File: src/hw/rdw_pkg.sv
// constants, register map and types for the reset delay and watchdog block
`default_nettype none
package rdw_pkg;
	localparam int RDW_CLK_MHZ = 100;
	// delay and watchdog times as specified, in microseconds; the short delay in nanoseconds
	localparam int RDW_DRT_LONG_US = 18000;
	localparam int RDW_DRT_POR_US = 1000;
	localparam int RDW_DRT_SHORT_NS = 10000;
	localparam int RDW_WDT_BASE_US = 18000;
	localparam int RDW_DRT_LONG_CYC = RDW_DRT_LONG_US * RDW_CLK_MHZ;
	localparam int RDW_DRT_POR_CYC = RDW_DRT_POR_US * RDW_CLK_MHZ;
	localparam int RDW_DRT_SHORT_CYC = RDW_DRT_SHORT_NS * RDW_CLK_MHZ / 1000;
	localparam int RDW_WDT_BASE_CYC = RDW_WDT_BASE_US * RDW_CLK_MHZ;
	localparam int RDW_CNT_W = 24;

	// register byte offsets
	localparam logic [7:0] RDW_OFS_OPTION = 8'h00;
	localparam logic [7:0] RDW_OFS_CONFIG = 8'h04;
	localparam logic [7:0] RDW_OFS_STATUS = 8'h08;
	localparam logic [7:0] RDW_OFS_IRQ_STATUS = 8'h0c;
	localparam logic [7:0] RDW_OFS_IRQ_MASK = 8'h10;

	// option register fields
	localparam int RDW_OPT_PSA_BIT = 3;
	localparam int RDW_OPT_RATE_LSB = 0;
	localparam logic [7:0] RDW_OPTION_RESET = 8'hff;

	// configuration register fields
	localparam int RDW_CFG_WATCHDOG_ENABLE_CFG_BIT = 0;
	localparam int RDW_CFG_PINEN_BIT = 1;
	localparam int RDW_CFG_OSC_LSB = 2;
	localparam logic [7:0] RDW_CONFIG_RESET = 8'h03;

	// status register fields
	localparam int RDW_ST_CORE_RST_BIT = 0;
	localparam int RDW_ST_DRT_BIT = 1;
	localparam int RDW_ST_SLEEP_BIT = 2;
	localparam int RDW_ST_PD_BIT = 3;
	localparam int RDW_ST_TO_BIT = 4;

	// interrupt events
	localparam int RDW_IRQ_W = 4;
	localparam int RDW_EV_WDT = 0;
	localparam int RDW_EV_RELEASE = 1;
	localparam int RDW_EV_PIN = 2;
	localparam int RDW_EV_POWER = 3;

	localparam logic [1:0] RDW_RESP_OKAY = 2'h0;
	localparam logic [1:0] RDW_RESP_SLVERR = 2'h2;

	typedef enum logic [1:0] {
		RDW_OSC_INTERNAL = 2'b00,
		RDW_OSC_EXT_RC = 2'b01,
		RDW_OSC_LOW_POWER = 2'b10,
		RDW_OSC_CRYSTAL = 2'b11
	} rdw_osc_e;

	typedef enum logic [1:0] {
		RDW_DR_HOLD = 2'b00,
		RDW_DR_COUNT = 2'b01,
		RDW_DR_RUN = 2'b10
	} rdw_drt_e;
endpackage : rdw_pkg
`default_nettype wire

File: src/hw/rdw_sync.sv
// three-stage input synchroniser with agreement filter
`default_nettype none
module rdw_sync #(
	parameter logic RESET_VAL = 1'b0
) (
	input wire logic aclk, // system clock
	input wire logic aresetn, // synchronous reset, active low
	input wire logic async_in, // pin level from outside
	output logic sync_out // filtered level
);
	logic stage1;
	logic stage2;
	logic stage3;

	always_ff @(posedge aclk) begin
		if (!aresetn) begin
			stage1 <= RESET_VAL;
			stage2 <= RESET_VAL;
			stage3 <= RESET_VAL;
		end else begin
			stage1 <= async_in;
			stage2 <= stage1;
			stage3 <= stage2;
		end
	end

	// a change counts only once stages two and three agree
	always_ff @(posedge aclk) begin
		if (!aresetn)
			sync_out <= RESET_VAL;
		else if (stage2 == stage3)
			sync_out <= stage3;
	end
endmodule // rdw_sync
`default_nettype wire

File: src/hw/rdw_watchdog.sv
// watchdog counter with optional power-of-two prescaler
`default_nettype none
module rdw_watchdog #(
	parameter int BASE_CYC = rdw_pkg::RDW_WDT_BASE_CYC
) (
	input wire logic aclk, // system clock
	input wire logic aresetn, // synchronous reset, active low
	input wire logic enable, // watchdog enable configuration
	input wire logic clear, // clear watchdog or sleep
	input wire logic assign_wdt, // prescaler belongs to the watchdog
	input wire logic [2:0] rate, // prescaler rate field
	output logic timeout // one-cycle timeout pulse
);
	import rdw_pkg::*;

	logic [RDW_CNT_W-1:0] base_cnt;
	logic [6:0] pre_cnt;
	logic base_wrap;
	logic [6:0] pre_last;

	assign base_wrap = (base_cnt == RDW_CNT_W'(BASE_CYC - 1));
	// divide by two to the power of the rate field
	assign pre_last = 7'((8'h01 << rate) - 8'h01);

	always_ff @(posedge aclk) begin
		if (!aresetn || !enable || clear)
			base_cnt <= '0;
		else if (base_wrap)
			base_cnt <= '0;
		else
			base_cnt <= base_cnt + 1'b1;
	end

	// prescaler is cleared by the clear input only when it is assigned here
	always_ff @(posedge aclk) begin
		if (!aresetn || !enable || (clear && assign_wdt))
			pre_cnt <= '0;
		else if (base_wrap && assign_wdt)
			pre_cnt <= (pre_cnt == pre_last) ? 7'h00 : pre_cnt + 1'b1;
	end

	always_ff @(posedge aclk) begin
		if (!aresetn || !enable || clear)
			timeout <= 1'b0;
		else
			timeout <= base_wrap &&
				(!assign_wdt || pre_cnt == pre_last);
	end
endmodule // rdw_watchdog
`default_nettype wire

File: src/hw/rdw_top.sv
// reset latch, reset delay timer, watchdog and status registers
//
// The AXI4-Lite register port and the placing of the registers are this design's own decisions.
`default_nettype none
module rdw_top #(
	parameter int DRT_LONG_CYC = rdw_pkg::RDW_DRT_LONG_CYC,
	parameter int DRT_POR_CYC = rdw_pkg::RDW_DRT_POR_CYC,
	parameter int WDT_BASE_CYC = rdw_pkg::RDW_WDT_BASE_CYC
) (
	input wire logic aclk, // system clock
	input wire logic aresetn, // synchronous reset, active low
	input wire logic power_good, // supply detector, async
	input wire logic external_reset_pin, // reset pin level, async
	input wire logic clear_watchdog_instr, // core pulse
	input wire logic sleep_instr, // core pulse
	input wire logic pin_change_wake, // wake-on-change pulse
	output logic core_reset, // core held in reset
	output logic timeout_flag_n, // timeout flag, active low
	output logic powerdown_flag_n, // power-down flag, active low
	output logic reset_pin_pullup_en, // weak pull-up on the pin
	output logic irq, // level interrupt
	input wire logic [7:0] s_axi_awaddr, // write address
	input wire logic s_axi_awvalid, // write address valid
	output logic s_axi_awready, // write address ready
	input wire logic [31:0] s_axi_wdata, // write data
	input wire logic [3:0] s_axi_wstrb, // byte strobes
	input wire logic s_axi_wvalid, // write data valid
	output logic s_axi_wready, // write data ready
	output logic [1:0] s_axi_bresp, // write response
	output logic s_axi_bvalid, // write response valid
	input wire logic s_axi_bready, // write response ready
	input wire logic [7:0] s_axi_araddr, // read address
	input wire logic s_axi_arvalid, // read address valid
	output logic s_axi_arready, // read address ready
	output logic [31:0] s_axi_rdata, // read data
	output logic [1:0] s_axi_rresp, // read response
	output logic s_axi_rvalid, // read data valid
	input wire logic s_axi_rready // read data ready
);
	import rdw_pkg::*;

	function automatic logic is_mapped(input logic [7:0] a);
		is_mapped = (a == RDW_OFS_OPTION) || (a == RDW_OFS_CONFIG) ||
			(a == RDW_OFS_STATUS) || (a == RDW_OFS_IRQ_STATUS) ||
			(a == RDW_OFS_IRQ_MASK);
	endfunction

	logic pwr_ok;
	logic pin_sync;
	logic pin_high;
	logic [7:0] option;
	logic [7:0] config_reg;
	logic [RDW_IRQ_W-1:0] irq_status;
	logic [RDW_IRQ_W-1:0] irq_mask;
	logic sleeping;
	logic por_pending;
	logic wdt_timeout;
	logic wdt_clear;
	rdw_drt_e drt_state;
	logic [RDW_CNT_W-1:0] drt_cnt;
	logic [RDW_CNT_W-1:0] drt_last;
	logic pin_reset;
	logic wdt_reset;
	logic wake_reset;
	logic reset_req;
	logic drt_done;
	rdw_osc_e osc_mode;
	logic [RDW_IRQ_W-1:0] events;

	logic aw_held;
	logic w_held;
	logic [7:0] aw_addr;
	logic [31:0] w_data;
	logic w_lane0;
	logic wr_fire;
	logic rd_fire;
	logic [7:0] status_byte;

	rdw_sync #(
		.RESET_VAL(1'b0)
	) u_pwr_sync (
		.aclk(aclk),
		.aresetn(aresetn),
		.async_in(power_good),
		.sync_out(pwr_ok)
	);

	rdw_sync #(
		.RESET_VAL(1'b0)
	) u_pin_sync (
		.aclk(aclk),
		.aresetn(aresetn),
		.async_in(external_reset_pin),
		.sync_out(pin_sync)
	);

	// pin disabled: internal reset tied to supply
	assign pin_high = pin_sync || !config_reg[RDW_CFG_PINEN_BIT];
	assign osc_mode = rdw_osc_e'(config_reg[RDW_CFG_OSC_LSB +: 2]);

	// keep the watchdog quiet while the core is in reset
	assign wdt_clear = clear_watchdog_instr || sleep_instr || core_reset;

	rdw_watchdog #(
		.BASE_CYC(WDT_BASE_CYC)
	) u_wdt (
		.aclk(aclk),
		.aresetn(aresetn),
		.enable(config_reg[RDW_CFG_WATCHDOG_ENABLE_CFG_BIT]),
		.clear(wdt_clear),
		.assign_wdt(option[RDW_OPT_PSA_BIT]),
		.rate(option[RDW_OPT_RATE_LSB +: 3]),
		.timeout(wdt_timeout)
	);

	// reset sources other than power loss
	assign pin_reset = config_reg[RDW_CFG_PINEN_BIT] && !pin_sync;
	assign wdt_reset = wdt_timeout && !core_reset;
	assign wake_reset = pin_change_wake && sleeping && !core_reset;
	assign reset_req = !pwr_ok || pin_reset || wdt_reset || wake_reset;

	// in the internal and external RC modes the first reset after power-up gets the power-on period
	always_comb begin
		unique case (osc_mode)
			RDW_OSC_INTERNAL, RDW_OSC_EXT_RC:
				drt_last = por_pending ?
					RDW_CNT_W'(DRT_POR_CYC - 1) :
					RDW_CNT_W'(RDW_DRT_SHORT_CYC - 1);
			RDW_OSC_LOW_POWER, RDW_OSC_CRYSTAL:
				drt_last = RDW_CNT_W'(DRT_LONG_CYC - 1);
		endcase
	end

	assign drt_done = (drt_state == RDW_DR_COUNT) && (drt_cnt == drt_last);

	// delay timer; aclk stands in for its internal oscillator
	always_ff @(posedge aclk) begin
		if (!aresetn) begin
			drt_state <= RDW_DR_HOLD;
			drt_cnt <= '0;
		end else if (!pwr_ok || pin_reset) begin
			drt_state <= RDW_DR_HOLD;
			drt_cnt <= '0;
		end else if (wdt_reset || wake_reset) begin
			drt_state <= RDW_DR_COUNT;
			drt_cnt <= '0;
		end else begin
			unique case (drt_state)
				RDW_DR_HOLD: begin
					if (pin_high)
						drt_state <= RDW_DR_COUNT;
					drt_cnt <= '0;
				end
				RDW_DR_COUNT: begin
					if (drt_done)
						drt_state <= RDW_DR_RUN;
					drt_cnt <= drt_cnt + 1'b1;
				end
				RDW_DR_RUN:
					drt_cnt <= '0;
				default: begin
					drt_state <= RDW_DR_HOLD;
					drt_cnt <= '0;
				end
			endcase
		end
	end

	// reset latch: set by any source, cleared only by delay expiry
	always_ff @(posedge aclk) begin
		if (!aresetn)
			core_reset <= 1'b1;
		else if (reset_req)
			core_reset <= 1'b1;
		else if (drt_done)
			core_reset <= 1'b0;
	end

	always_ff @(posedge aclk) begin
		if (!aresetn || !pwr_ok)
			por_pending <= 1'b1;
		else if (drt_done)
			por_pending <= 1'b0;
	end

	always_ff @(posedge aclk) begin
		if (!aresetn || reset_req)
			sleeping <= 1'b0;
		else if (sleep_instr && !core_reset)
			sleeping <= 1'b1;
	end

	// timeout and power-down flags report the cause of the last reset, or the last sleep or watchdog clear since then
	always_ff @(posedge aclk) begin
		if (!aresetn || !pwr_ok) begin
			timeout_flag_n <= 1'b1;
			powerdown_flag_n <= 1'b1;
		end else if (wdt_reset) begin
			timeout_flag_n <= 1'b0;
			if (sleeping)
				powerdown_flag_n <= 1'b0;
		end else if (wake_reset || (pin_reset && sleeping)) begin
			timeout_flag_n <= 1'b1;
			powerdown_flag_n <= 1'b0;
		end else if (sleep_instr && !core_reset) begin
			timeout_flag_n <= 1'b1;
			powerdown_flag_n <= 1'b0;
		end else if (clear_watchdog_instr && !core_reset) begin
			timeout_flag_n <= 1'b1;
			powerdown_flag_n <= 1'b1;
		end
	end

	always_ff @(posedge aclk) begin
		if (!aresetn)
			reset_pin_pullup_en <= 1'b0;
		else
			reset_pin_pullup_en <= !config_reg[RDW_CFG_PINEN_BIT];
	end

	// write channel: address and data taken in either order
	// readies are flops mirroring the held flags, so no output is combinational
	assign wr_fire = aw_held && w_held && !s_axi_bvalid;

	always_ff @(posedge aclk) begin
		if (!aresetn) begin
			aw_held <= 1'b0;
			s_axi_awready <= 1'b1;
			aw_addr <= '0;
		end else if (s_axi_awvalid && !aw_held) begin
			aw_held <= 1'b1;
			s_axi_awready <= 1'b0;
			aw_addr <= s_axi_awaddr;
		end else if (wr_fire) begin
			aw_held <= 1'b0;
			s_axi_awready <= 1'b1;
		end
	end

	always_ff @(posedge aclk) begin
		if (!aresetn) begin
			w_held <= 1'b0;
			s_axi_wready <= 1'b1;
			w_data <= '0;
			w_lane0 <= 1'b0;
		end else if (s_axi_wvalid && !w_held) begin
			w_held <= 1'b1;
			s_axi_wready <= 1'b0;
			w_data <= s_axi_wdata;
			w_lane0 <= s_axi_wstrb[0];
		end else if (wr_fire) begin
			w_held <= 1'b0;
			s_axi_wready <= 1'b1;
		end
	end

	always_ff @(posedge aclk) begin
		if (!aresetn) begin
			s_axi_bvalid <= 1'b0;
			s_axi_bresp <= RDW_RESP_OKAY;
		end else if (wr_fire) begin
			s_axi_bvalid <= 1'b1;
			s_axi_bresp <= is_mapped(aw_addr) ? RDW_RESP_OKAY :
				RDW_RESP_SLVERR;
		end else if (s_axi_bready) begin
			s_axi_bvalid <= 1'b0;
		end
	end

	// option is write-only and returns to all ones on every reset
	always_ff @(posedge aclk) begin
		if (!aresetn || reset_req)
			option <= RDW_OPTION_RESET;
		else if (wr_fire && w_lane0 && aw_addr == RDW_OFS_OPTION)
			option <= w_data[7:0];
	end

	always_ff @(posedge aclk) begin
		if (!aresetn)
			config_reg <= RDW_CONFIG_RESET;
		else if (wr_fire && w_lane0 && aw_addr == RDW_OFS_CONFIG)
			config_reg <= {4'h0, w_data[3:0]};
	end

	always_ff @(posedge aclk) begin
		if (!aresetn)
			irq_mask <= '0;
		else if (wr_fire && w_lane0 && aw_addr == RDW_OFS_IRQ_MASK)
			irq_mask <= w_data[RDW_IRQ_W-1:0];
	end

	// read channel: one read at a time, answered the next cycle
	assign rd_fire = s_axi_arvalid && !s_axi_rvalid;

	assign status_byte = {3'h0, timeout_flag_n, powerdown_flag_n, sleeping,
		(drt_state == RDW_DR_COUNT), core_reset};

	always_ff @(posedge aclk) begin
		if (!aresetn) begin
			s_axi_rvalid <= 1'b0;
			s_axi_arready <= 1'b1;
			s_axi_rdata <= '0;
			s_axi_rresp <= RDW_RESP_OKAY;
		end else if (rd_fire) begin
			s_axi_rvalid <= 1'b1;
			s_axi_arready <= 1'b0;
			s_axi_rresp <= is_mapped(s_axi_araddr) ? RDW_RESP_OKAY :
				RDW_RESP_SLVERR;
			unique case (s_axi_araddr)
				RDW_OFS_CONFIG:
					s_axi_rdata <= {24'h000000, config_reg};
				RDW_OFS_STATUS:
					s_axi_rdata <= {24'h000000, status_byte};
				RDW_OFS_IRQ_STATUS:
					s_axi_rdata <= {28'h0000000, irq_status};
				RDW_OFS_IRQ_MASK:
					s_axi_rdata <= {28'h0000000, irq_mask};
				default:
					s_axi_rdata <= '0;
			endcase
		end else if (s_axi_rready) begin
			s_axi_rvalid <= 1'b0;
			s_axi_arready <= 1'b1;
		end
	end

	// sticky events; a new event beats the clearing read
	always_comb begin
		events = '0;
		events[RDW_EV_WDT] = wdt_reset;
		events[RDW_EV_RELEASE] = drt_done;
		events[RDW_EV_PIN] = pin_reset && !core_reset;
		events[RDW_EV_POWER] = !pwr_ok && !core_reset;
	end

	always_ff @(posedge aclk) begin
		if (!aresetn)
			irq_status <= '0;
		else if (rd_fire && s_axi_araddr == RDW_OFS_IRQ_STATUS)
			irq_status <= events;
		else
			irq_status <= irq_status | events;
	end

	always_ff @(posedge aclk) begin
		if (!aresetn)
			irq <= 1'b0;
		else
			irq <= |(irq_status & irq_mask);
	end
endmodule // rdw_top
`default_nettype wire

File: config.mk
export PLATFORM = sky130hd
export DESIGN_NAME = rdw_top
export DESIGN_NICKNAME = d
export VERILOG_FILES = /design/src/hw/rdw_pkg.sv /design/src/hw/rdw_sync.sv /design/src/hw/rdw_watchdog.sv /design/src/hw/rdw_top.sv
export SDC_FILE = /design/constraint.sdc
export NUM_CORES = 1
export LEC_CHECK = 0
export BUFFER_PORTS_ARGS = -buffer_cell sky130_fd_sc_hd__clkbuf_2
export CAP_MARGIN = 30
export CORE_MARGIN = 2
export CORE_UTILIZATION = 55
export DETAILED_ROUTE_END_ITERATION = 10
export GPL_TIMING_DRIVEN = 0
export PLACE_DENSITY = 0.84
export SETUP_SLACK_MARGIN = 0.05
export SLEW_MARGIN = 5
export SYNTH_ARGS = -nofsm -noshare
export SYNTH_HDL_FRONTEND = slang
export SYNTH_SLANG_ARGS = --single-unit
File: constraint.sdc
create_clock -name aclk -period 4.8 [get_ports aclk]
set_input_delay 0.24 -clock aclk [delete_from_list [all_inputs] [get_ports aclk]]
set_output_delay 0.24 -clock aclk [all_outputs]
set_load 0.005 [all_outputs]
# Word-level counts from Yosys, hierarchy flattened

Cells that the tools add are included.

Flip-flop bits (word level): 145
Bits of input ports: 64
Memories kept: 0
Bits in writable memories: 0
Bits in latches: 0
Bits in read-only memories: 0

Reduce and logical (&&, ||, !) cells: 76
Multipliers: 0
Shift-type cells: 1
Div/mod/pow operators: 0
Magnitude comparators: 0
Add/sub/neg operators: 4
Bitwise gates (word level): 5
Muxes and demuxes: 31
Equal/unequal tests: 24

Operators with widths:

| cell                  | number |
|---|---|
| $add 24x1->24 const B | 2 |
| $pmux 24 s2           | 1 |
| $eq 8x4->1 const B    | 4 |
| $eq 24x21->1 const B  | 1 |
| $eq 24x24->1          | 1 |
| $logic_and 1x1->1     | 23 |
| $logic_or 1x1->1      | 22 |
| $mux 1                | 21 |
| $pmux 5 s4            | 1 |
| $mux 17               | 1 |
| $eq 8x3->1 const B    | 2 |
| $eq 8x5->1 const B    | 2 |
| $logic_not 8->1       | 2 |
| $logic_not 1->1       | 11 |
| $reduce_or 2->1       | 5 |
| $mux 2                | 4 |
| $ne 2x2->1 const B    | 4 |
| $reduce_bool 2->1     | 4 |
| $reduce_or 4->1       | 2 |
| $add 7x1->7 const B   | 1 |
| $eq 7x7->1            | 1 |
| $mux 7                | 1 |
| $shl 1x3->7 const A   | 1 |
| $sub 7x1->7 const B   | 1 |
| 15 further kinds      | 23 |

# Longest topological paths before layout

Gate-level depths: netlist of the first run.

Depth in word-level cells: 8
Gate-level depth with buffers: 11

# Cells and area by module

From an unflattened synthesis of the first run, not the netlist that was laid out.

Cells, all modules: 656
Area, all modules: 5766.8 um^2

By module, submodules not included:

| module       | area an instance (um^2) | seq. area each (um^2) | cells an instance | times used |
|---|---|---|---|---|
| rdw_top      | 3787.4                  | 1521.5                | 437               | 1 |
| rdw_watchdog | 1746.7                  | 640.6                 | 199               | 1 |
| rdw_sync     | 116.4                   | 80.1                  | 10                | 2 |

# Worst setup path after synthesis of the first run

Ideal clock, no wire load.

Kind: reg2reg
Start: register option[1]
End: register u_wdt.pre_cnt[0]
Path buffers: 2
Stages on the path, launching flop included: 12
Path slack: 2.107 ns
Data required time: 4.676 ns
Arrival: 2.569 ns
Path through: dfxtp_1 -> buf_2 -> nor2_1 -> nand2_1 -> ha_1 -> buf_2 -> xnor2_1 -> or4_1 -> a311o_1 -> a311o_2 -> a21oi_4 -> nor3_1

Word-level cells in the longest chain between the ends: 4

RTL lines:

| what                     | line               | source |
|---|---|---|
| start: declaration       | rdw_top.sv:51      | `logic [7:0] option;` |
| start signal: assignment | rdw_top.sv:275     | `option <= w_data[7:0];` |
| $shl 1x3->7              | rdw_watchdog.sv:23 | `assign pre_last = 7'((8'h01 << rate) - 8'h01);` |
| $sub 7x1->7              | rdw_watchdog.sv:23 |  |
| $eq 7x7->1               | rdw_watchdog.sv:39 | `pre_cnt <= (pre_cnt == pre_last) ? 7'h00 : pre_cnt + 1'b1;` |
| $mux 7                   | rdw_watchdog.sv:39 |  |
| end signal: assignment   | rdw_watchdog.sv:39 |  |
| end: declaration         | rdw_watchdog.sv:17 | `logic [6:0] pre_cnt;` |

Every way passes these cells.
A chain may end at the register's enable or synchronous reset.

# Worst setup path in the final report of the first run

Start: register option[2]
End: register u_wdt.pre_cnt[1]

The elaborated chain is that of the path after synthesis.

==> results.txt, run 1 <==
----------------------------------------------------
[Synthesis]
  Cell taking the most area after synthesis ... sky130_fd_sc_hd__dfxtp_1
  EDFF count, synth ... 0
  Adder and majority gate portion of the synthesized area ... 0.00924
  Portion of synthesized cell area occupied by the leading cell type ... 0.429
  Top cells by area, synth ... sky130_fd_sc_hd__dfxtp_1 43%, sky130_fd_sc_hd__nor2_1 5.3%, sky130_fd_sc_hd__xor2_1 4.8%
  Syn Std Cell Area ... 5420 um^2
  Post-synthesis mux area share ... 0.0339
  Sequential area share after synthesis ... 0.429
  Count of cell types in the netlist ... 56
  Xor and xnor area share after synthesis ... 0.0808
  Main combinational cell family by area after synthesis ... simple AND/OR/NAND/NOR gates
  Complex-gate fraction of the synthesized area ... 0.115
  Most used flip-flop cell after synthesis ... sky130_fd_sc_hd__dfxtp_1
  Post-synthesis simple-gate area fraction ... 0.265
  Post-synthesis async set-or-reset flop share ... 0
  Yosys synthesis warning count ... 0
  Mean instance size in the synthesized netlist ... 8.52 um^2
  Most frequent cells after synthesis ... 116 x sky130_fd_sc_hd__dfxtp_1, 76 x sky130_fd_sc_hd__nor2_1, 63 x sky130_fd_sc_hd__nand2_1, 30 x sky130_fd_sc_hd__xor2_1
  Post-synthesis sequential element count ... 116
  Top-count cell post-synth ... sky130_fd_sc_hd__dfxtp_1
  Post-synthesis cell count ... 636

[CTS]
  CTS buffer count ... 17
  Clock-pin slew reported for the worst setup and hold paths after clock tree synthesis ... 0.06 ns
  Quantity of gates resized following cts ... 0
  Maximum buffer depth of the clock tree ... 2
  Number of sinks on the clock net ... 116
  Clock insertion delay at the later pin of the skew report ... 0.52 ns
  H-tree Lvls ... 4
  Master cell of the clock root buffer ... sky130_fd_sc_hd__clkbuf_8
  Setup bufs post-CTS ... 0
  TritonCTS clock tree ... built

[Finish]
  Post-layout instance area ... 6660 um^2
  Share of post-route cells with drive strength above 1 ... 0.156
  Post-Layout Cell Count ... 894
  Diodes inserted ... 0
  Layout overhead on the synthesized area ... 23.0%
  Fill cells ... 699
  Number of nets in the layout ... 817
  Largest registers in the final layout ... drt_cnt: 24 flops, u_wdt.base_cnt: 24 flops, aw_addr: 8 flops

[Global routing]
  Pin count of the biggest net entering global routing ... 17
  Overall Global Routing Usage ... 0.250
  Number of global-route vias before repair ... 4604
  Antenna violations before repair ... 0
  Global-route wire length before repair ... 20.8 mm
  GRT overflow ... 0

[Place]
  Detailed placer's ending HPWL ... 8.28 mm
  Global placer's final weighted congestion ... 0.854
  Placed instance area ... 5920 um^2
  Input/output buffers ... 47
  Number of cells in the design after placement ... 844

[Detailed routing]
  First-pass iteration count of the detailed router ... 5
  Average vias per placed instance ... 5.36
  Avg WL per Cell ... 13.9 um
  Drt total wl ... 12.4 mm
  Number of DRC markers in iteration 0 ... 218
  Residual antenna-violating net count after detailed routing ... 0
  Detailed-route via count ... 4796
  DRC Markers ... 0

[STA]
  Peak clock frequency supported by timing ... 331 MHz
  Number of max-slew violations in the final report ... 0
  Tcrit/Tclk final ... 0.629
  Final Hold Fails ... 0
  Final number of setup-violating endpoints ... 0
  Final clock skew ... 0.00999 ns
  Worst-Margin Slew ... 0.725 ns
  Setup_tns ... 0 ns
  Setup repair after global routing missed its margin ... no
  Minimum hold slack ... 0.0163 ns
  Post-route minimum period ... 3.02 ns
  Relative slew slack ... 0.513

[Power and ir drop]
  Power per cell area ... 340 nW/um^2
  Peak VDD IR ... 0.000266 V
  Leakage component of the power ... 2.56 nW

[Floorplanning]
  Number of rows created at floorplan ... 36
  Area of the die ... 10700 um^2
  Die extent in x ... 103 um
  Standard cell core area ... 9680 um^2
  I/O pins ... 110
  Initial Utilization ... 0.559
  Vertical die dimension ... 103 um

[Critical path]
  Crit Path Category ... reg2reg
  Arrival time at the worst endpoint ... 3.41 ns
  Element type at the critical path start ... register
  Cell breakdown of the critical path ... clkbuf_1, nor2_1, nand2_1, ha_1, buf_2, xnor2_1, or4_1, a311o_1, a311o_2, a21oi_4, nor3_1
  Sum of buffers and inverters on the critical path ... 2
  Crit path max-delay family ... compound AO/OA/AOI/OAI gates
  Worst Setup End Kind ... register
  CP Data Required Time ... 5.19 ns
  Worst-path cell with the longest stage delay ... sky130_fd_sc_hd__or4_1
  Crit-path max FO ... 10
  Delay of the slowest cell on the worst path ... 0.47 ns

[Hold path]
  Type of the worst min-delay path ... in2reg

[Outcome]
  Result of the run ... finished clean

[Flow run]
  Reported max-cap violation count ... 0

----------------------------------------------------
[worst paths after layout]
check               startpoint           endpoint  slack [ns]  cells after the start
max                  option[2]   u_wdt.pre_cnt[1]        1.78                     11
max reg2reg          option[2]   u_wdt.pre_cnt[1]        1.78                     11
min             s_axi_wdata[0]          w_data[0]        0.02                      3
min reg2reg  u_pin_sync.stage1  u_pin_sync.stage2        0.45                      1
[through the flow]
step | worst slack [ns] | util | power [mW]
6_report | 1.78 | 0.688 | 2.26
5_1_grt | 1.57 | 0.688 | 2.33
4_1_cts | 1.80 | 0.688 | 2.27
3_5_place_dp | 1.85 | 0.612 | 1.10
3_3_place_gp | 1.93 | 0.612 | 1.10
2_1_floorplan | 2.11 | - | 1.07
[cells by family (layout without fill, tap and decap cells)]
family                     Yosys count  after routing
adders and majority gates            4              4
other                                1             29
AOI/OAI and AO/OA                   93             93
buffers and inverters               66            163
DFF                                116            116
muxes                               18             18
and+or+nand+nor                    288            288
xor gates and xnor gates            50             50
[worst min-delay path: cells and delay by family]
family,cells,cell delay [ns]
buf+inv,1,0.09
mux,1,0.06
simple gates,1,0.11
[layout by cell type (no fill, tap or decap), drive strengths merged, types with 20 or more instances in the layout]
cell type / Yosys / final
dfxtp: 116 / 116
clkbuf: 22 / 86
nor2: 76 / 76
nand2: 63 / 63
buf: 34 / 34
xor2: 30 / 30
nor2b: 29 / 29
conb: 1 / 29
nand3: 28 / 28
o21ai: 25 / 25
xnor2: 20 / 20
[power breakdown]
group	switching (mW)	internal, mW	total (mW)
Sequential	0.0108	0.978	0.989
Clock	0.477	0.688	1.17
Combinational	0.0507	0.0583	0.109
Total	0.539	1.72	2.26
[layer usage]
metal  part of all wire  vias to the layer above  global-route usage  wire, um
li1                   -                     2372                   -         -
met1               0.43                     2241               0.289      5290
met2               0.50                      156               0.435      6150
met3              0.054                       27              0.0665       673
met4              0.023                        0               0.107       288
met5                  0                        -                   0         0
[layout make-up]
class | count | area [um^2] | share of cell area
plain buffers | 56 | 323 | 0.0485
clock inverters | 14 | 133 | 0.0199
clock buffers | 17 | 414 | 0.0622
multi-input cells | 482 | 2840 | 0.426
repair buffers | 66 | 425 | 0.0639
inverters | 10 | 37.5 | 0.00563
flip-flops and latches | 116 | 2320 | 0.349
well taps | 133 | 166 | 0.0250
[what timing repair did]
action	in CTS	in global routing
setup endpoints to repair	0	0
hold buffers	19	0
endpoints found under the hold margin	18	0
Note: power is estimated with default switching activity, not from simulation.
==> inputs of run 2 (changes only) <==
- clock period: 4.8 -> 2.9 ns (I/O delays scaled with it)
==> results.txt, run 2 (synthesized netlist as in run 1, its figures left out) <==
----------------------------------------------------
[STA]
  Post-route minimum period ... 2.73 ns
  Final Hold Fails ... 0
  Number of max-slew violations in the final report ... 0
  Tcrit/Tclk final ... 0.940
  Final clock skew ... 0.0142 ns
  Final number of setup-violating endpoints ... 0
  Setup repair after global routing missed its margin ... no
  Relative slew slack ... 0.501
  Worst-Margin Slew ... 0.742 ns
  Peak clock frequency supported by timing ... 367 MHz
  Min setup slack post-route ... 0.173 ns
  Setup_tns ... 0 ns

[Detailed routing]
  Detailed-route via count ... 4893
  Drt total wl ... 13.0 mm
  Residual antenna-violating net count after detailed routing ... 0
  First-pass iteration count of the detailed router ... 5
  Avg WL per Cell ... 14.5 um
  DRC Markers ... 0
  Average vias per placed instance ... 5.42
  Number of DRC markers in iteration 0 ... 237

[Global routing]
  Number of global-route vias before repair ... 4703
  GRT overflow ... 0
  Antenna violations before repair ... 0
  Overall Global Routing Usage ... 0.257
  Global-route wire length before repair ... 21.4 mm
  Pin count of the biggest net entering global routing ... 17

[Place]
  Dpl ws ... -0.0509 ns
  Number of cells in the design after placement ... 844
  Detailed placer's ending HPWL ... 8.28 mm
  Global placer's final weighted congestion ... 0.854
  Input/output buffers ... 47

[Critical path]
  Top cell by count, worst path ... sky130_fd_sc_hd__buf_6
  Element type at the critical path start ... register
  Beginning of the critical path ... option[1]
  Delay of the slowest cell on the worst path ... 0.40 ns
  Arrival time at the worst endpoint ... 3.11 ns
  Cell breakdown of the critical path ... buf_6, nor2_4, nand2_1, ha_1, buf_6, xnor2_2, or4_1, a311o_1, a311o_2, a21oi_4, buf_12, a211oi_1
  Reg-to-reg critical path startpoint ... option[1]
  Worst Setup End Kind ... register
  Crit Path Category ... reg2reg
  Crit-path max FO ... 9
  CP Data Required Time ... 3.28 ns
  Worst-path cell with the longest stage delay ... sky130_fd_sc_hd__or4_1

[Floorplanning]
  Initial Utilization ... 0.559
  I/O pins ... 110
  Number of rows created at floorplan ... 36
  Area of the die ... 10700 um^2
  Vertical die dimension ... 103 um
  Standard cell core area ... 9680 um^2
  Die extent in x ... 103 um

[Finish]
  Share of the core filled with cells in the final layout ... 0.703
  Fill cells ... 683
  Number of nets in the layout ... 825
  Diodes inserted ... 0
  Largest registers in the final layout ... drt_cnt: 24 flops, u_wdt.base_cnt: 24 flops, aw_addr: 8 flops
  Layout overhead on the synthesized area ... 25.7%
  Share of post-route cells with drive strength above 1 ... 0.176
  Leading cell type in the layout, fill and taps excluded ... sky130_fd_sc_hd__dfxtp_1
  Post-Layout Cell Count ... 902
  Commonest non-fill, non-tap cells in the layout ... 114 x sky130_fd_sc_hd__dfxtp_1, 75 x sky130_fd_sc_hd__nor2_1, 63 x sky130_fd_sc_hd__nand2_1, 47 x sky130_fd_sc_hd__clkbuf_2, 33 x sky130_fd_sc_hd__buf_4

[CTS]
  H-tree Lvls ... 4
  TritonCTS clock tree ... built
  Master cell of the clock root buffer ... sky130_fd_sc_hd__clkbuf_8
  Number of sinks on the clock net ... 116
  Clock-pin slew reported for the worst setup and hold paths after clock tree synthesis ... 0.06 ns
  Clock insertion delay at the later pin of the skew report ... 0.52 ns
  CTS buffer count ... 17
  Maximum buffer depth of the clock tree ... 2

[Flow run]
  Reported max-cap violation count ... 0

[Outcome]
  Result of the run ... finished clean

[Hold path]
  Critical hold path startpoint ... sleep_instr
  Type of the worst min-delay path ... in2reg

[Power and ir drop]
  Total power of the final layout ... 3.75 mW
  Power per cell area ... 551 nW/um^2
  Peak VDD IR ... 0.000482 V
  Leakage component of the power ... 2.61 nW

----------------------------------------------------
run 2: path summary, 6_finish.rpt:
path              cells after the start  slack (ns)                 to
setup reg to reg                     12        0.17   u_wdt.pre_cnt[6]
hold reg to reg                       1        0.44  u_pin_sync.stage2
setup / recovery                     12        0.17   u_wdt.pre_cnt[6]
hold / removal                        3        0.03           sleeping
run 2: what timing repair did:
action,in CTS,in global routing
buffers inserted,0,5
gates resized for setup,6,10
hold buffers,23,0
pin swaps,3,8
endpoints found under the hold margin,21,0
endpoints found under the setup margin,7,7
gates cloned,0,0
run 2: metal layers:
metal / routed length (um) / GRT usage / share of wire
met5: 0 / 0 / 0
met4: 238 / 0.107 / 0.018
met3: 770 / 0.0645 / 0.059
met2: 6600 / 0.456 / 0.51
met1: 5430 / 0.296 / 0.42
run 2: worst max-delay path: cells and delay by family, from the launching register on:
kind	cells	cell delay (ns)
AOI/OAI and AO/OA	4	0.97
DFF	1	0.32
xor gates and xnor gates	1	0.14
and+or+nand+nor	3	0.57
buffers and inverters	3	0.41
adders and majority gates	1	0.20
run 2: cell type report:
class                      count  area (um^2)  share of cell area
buffer                        55          332              0.0487
clock buffer                  17          414              0.0608
clock inverter                14          133              0.0195
inverter                      10         37.5             0.00551
multi-input combinational    482         2890               0.424
sequential                   116         2320               0.341
tap                          133          166              0.0244
timing repair buffer          75          515              0.0757
run 2: stage by stage:
| stage | hold slack [ns] | area [um^2] |
|---|---|---|
| 3_3_place_gp | 0.356 | 5920 |
| 2_1_floorplan | 0.261 | 5520 |
| 5_1_grt | 0.0653 | 6810 |
| 3_5_place_dp | 0.357 | 5920 |
| 6_report | 0.0283 | 6810 |
| 4_1_cts | 0.00315 | 6720 |
run 2: power breakdown:
part           leakage [nW]  switching, mW  internal [mW]
clock network         0.255          0.791           1.14
registers             0.939         0.0187           1.62
logic                  1.42         0.0872          0.101
==> inputs of run 3 (changes only) <==
- CORE_ASPECT_RATIO: not set -> 0.7
==> results.txt, run 3 (synthesized netlist as in run 1, its figures left out) <==
----------------------------------------------------
[Power and ir drop]
  Leakage component of the power ... 2.62 nW
  Switching part of the total power ... 0.209
  Int Power ... 3.10 mW
  Net Sw Power ... 0.819 mW
  Peak VDD IR ... 0.000395 V
  Power share of the clock group ... 0.537
  Reg power frac ... 0.418
  Power per cell area ... 579 nW/um^2
  Total power of the final layout ... 3.92 mW
  Part of the power in combinational logic ... 0.045

[STA]
  Min setup slack post-route ... 0.128 ns
  Minimum hold slack ... 0.0131 ns
  Setup_tns ... 0 ns
  Tcrit/Tclk final ... 0.956
  Setup repair after global routing missed its margin ... no
  Post-route minimum period ... 2.77 ns
  Final number of setup-violating endpoints ... 0
  Peak clock frequency supported by timing ... 361 MHz
  Worst-Margin Slew ... 0.792 ns
  Number of max-slew violations in the final report ... 0
  Relative slew slack ... 0.468
  Final clock skew ... 0.00719 ns
  Final Hold Fails ... 0

[Detailed routing]
  Avg WL per Cell ... 14.9 um
  Average vias per placed instance ... 5.48
  Number of DRC markers in iteration 0 ... 452
  Detailed-route via count ... 4874
  Drt total wl ... 13.3 mm
  DRC Markers ... 0
  First-pass iteration count of the detailed router ... 5
  Residual antenna-violating net count after detailed routing ... 0

[Critical path]
  Depth of the critical timing path with buffers and inverters included ... 12
  Crit path max-delay family ... compound AO/OA/AOI/OAI gates
  Timing endpoint of the critical path ... u_wdt.pre_cnt[6]
  Element type at the critical path start ... register
  Number of cells traversed by the worst register-to-register path ... 12
  Worst reg2reg endpoint ... u_wdt.pre_cnt[6]
  Beginning of the critical path ... option[1]
  Crit Path Category ... reg2reg
  R2r setup slk ... 0.13 ns
  Reg-to-reg critical path startpoint ... option[1]
  Cell breakdown of the critical path ... buf_6, nor2_4, nand2_1, ha_1, buf_6, xnor2_2, or4_1, a311o_1, a311o_2, a21oi_4, buf_12, a211oi_1
  Delay of the slowest cell on the worst path ... 0.40 ns
  Crit-path max FO ... 9
  Sum of buffers and inverters on the critical path ... 3
  Arrival time at the worst endpoint ... 3.05 ns
  Top cell by count, worst path ... sky130_fd_sc_hd__buf_6
  Worst Setup End Kind ... register
  Worst-path cell with the longest stage delay ... sky130_fd_sc_hd__or4_1
  CP Data Required Time ... 3.18 ns

[Floorplanning]
  Vertical die dimension ... 87.0 um
  I/O pins ... 110
  Die extent in x ... 123 um
  Area of the die ... 10700 um^2
  Standard cell core area ... 9650 um^2
  Number of rows created at floorplan ... 30
  Initial Utilization ... 0.562

[Global routing]
  Pin count of the biggest net entering global routing ... 17
  Overall Global Routing Usage ... 0.258
  GRT overflow ... 0
  Global-route wire length before repair ... 21.2 mm
  Antenna violations before repair ... 0
  Number of global-route vias before repair ... 4496

[Place]
  Global placer's final weighted congestion ... 0.912
  Input/output buffers ... 47
  Detailed placer's ending HPWL ... 9.06 mm
  Dpl ws ... -0.0849 ns

[CTS]
  Master cell of the clock root buffer ... sky130_fd_sc_hd__clkbuf_16
  Clock insertion delay at the later pin of the skew report ... 0.42 ns
  CTS buffer count ... 17
  Clock-pin slew reported for the worst setup and hold paths after clock tree synthesis ... 0.05 ns
  TritonCTS clock tree ... built
  Number of sinks on the clock net ... 116
  H-tree Lvls ... 4
  Maximum buffer depth of the clock tree ... 2

[Outcome]
  Result of the run ... finished clean

[Finish]
  Share of post-route cells with drive strength above 1 ... 0.169
  Share of the core filled with cells in the final layout ... 0.701
  Layout overhead on the synthesized area ... 24.7%
  Number of nets in the layout ... 817
  Diodes inserted ... 0
  Commonest non-fill, non-tap cells in the layout ... 114 x sky130_fd_sc_hd__dfxtp_1, 75 x sky130_fd_sc_hd__nor2_1, 63 x sky130_fd_sc_hd__nand2_1, 47 x sky130_fd_sc_hd__clkbuf_2, 31 x sky130_fd_sc_hd__buf_4
  Largest registers in the final layout ... drt_cnt: 24 flops, u_wdt.base_cnt: 24 flops, aw_addr: 8 flops
  Leading cell type in the layout, fill and taps excluded ... sky130_fd_sc_hd__dfxtp_1

[Flow run]
  Reported max-cap violation count ... 0

[Hold path]
  Type of the worst min-delay path ... in2reg

----------------------------------------------------
==> run 3: power groups by stage <==
stage / clock network (mW) / registers [mW] / logic [mW]
floorplan: 0 / 1.67 / 0.106
detailed placement: 0 / 1.67 / 0.154
finish: 2.10 / 1.64 / 0.176
global placement: 0 / 1.67 / 0.150
CTS: 2.10 / 1.64 / 0.173
global route: 2.19 / 1.64 / 0.199
==> run 3: worst min-delay path: cells and delay by family <==
family,cells,cell delay [ns]
buffers and inverters,1,0.09
multiplexers,1,0.06
AND/OR/NAND/NOR,1,0.09
==> run 3: final cells by class <==
| class | instances | area [um^2] |
|---|---|---|
| timing repair buffer | 67 | 440 |
| inverter | 10 | 37.5 |
| buffer | 55 | 332 |
| multi-input combinational | 482 | 2870 |
| fill | 720 | 2890 |
| tap | 128 | 160 |
| clock buffer | 21 | 460 |
| sequential | 116 | 2320 |
| clock inverter | 11 | 133 |
==> run 3: how the worst min path moves through the flow <==
stage | slack, ns | end | cells after the start | start
after floorplan | 0.26 | aw_held | 2 | s_axi_awvalid
after global placement | 0.36 | u_pwr_sync.stage1 | 2 | power_good
after detailed placement | 0.37 | u_pin_sync.stage1 | 2 | external_reset_pin
after CTS | 0.009 | w_lane0 | 3 | s_axi_wstrb[0]
after global routing | 0.02 | w_lane0 | 3 | s_axi_wstrb[0]
final | 0.01 | w_lane0 | 3 | s_axi_wstrb[0]
==> run 3: routing by layer <==
layer  vias to the layer above  track usage  wire (um)
li1                       2362            -          -
met1                      2219        0.341       5910
met2                       255        0.390       5840
met3                        38       0.0916       1260
met4                         0       0.0899        272
met5                         -            0          0
==> run 3: stage by stage <==
stage	cell area (um^2)	instances
floorplan	5520	664
global placement	5920	839
detailed placement	5920	839
CTS	6730	888
global route	6760	890
finish	6760	890
==> run 3: repair_timing <==
action	in CTS	in global routing
endpoints found under the hold margin	17	0
pin swaps	3	5
gates resized for setup	7	6
hold buffers	17	0
buffers inserted	1	2
setup endpoints to repair	7	7
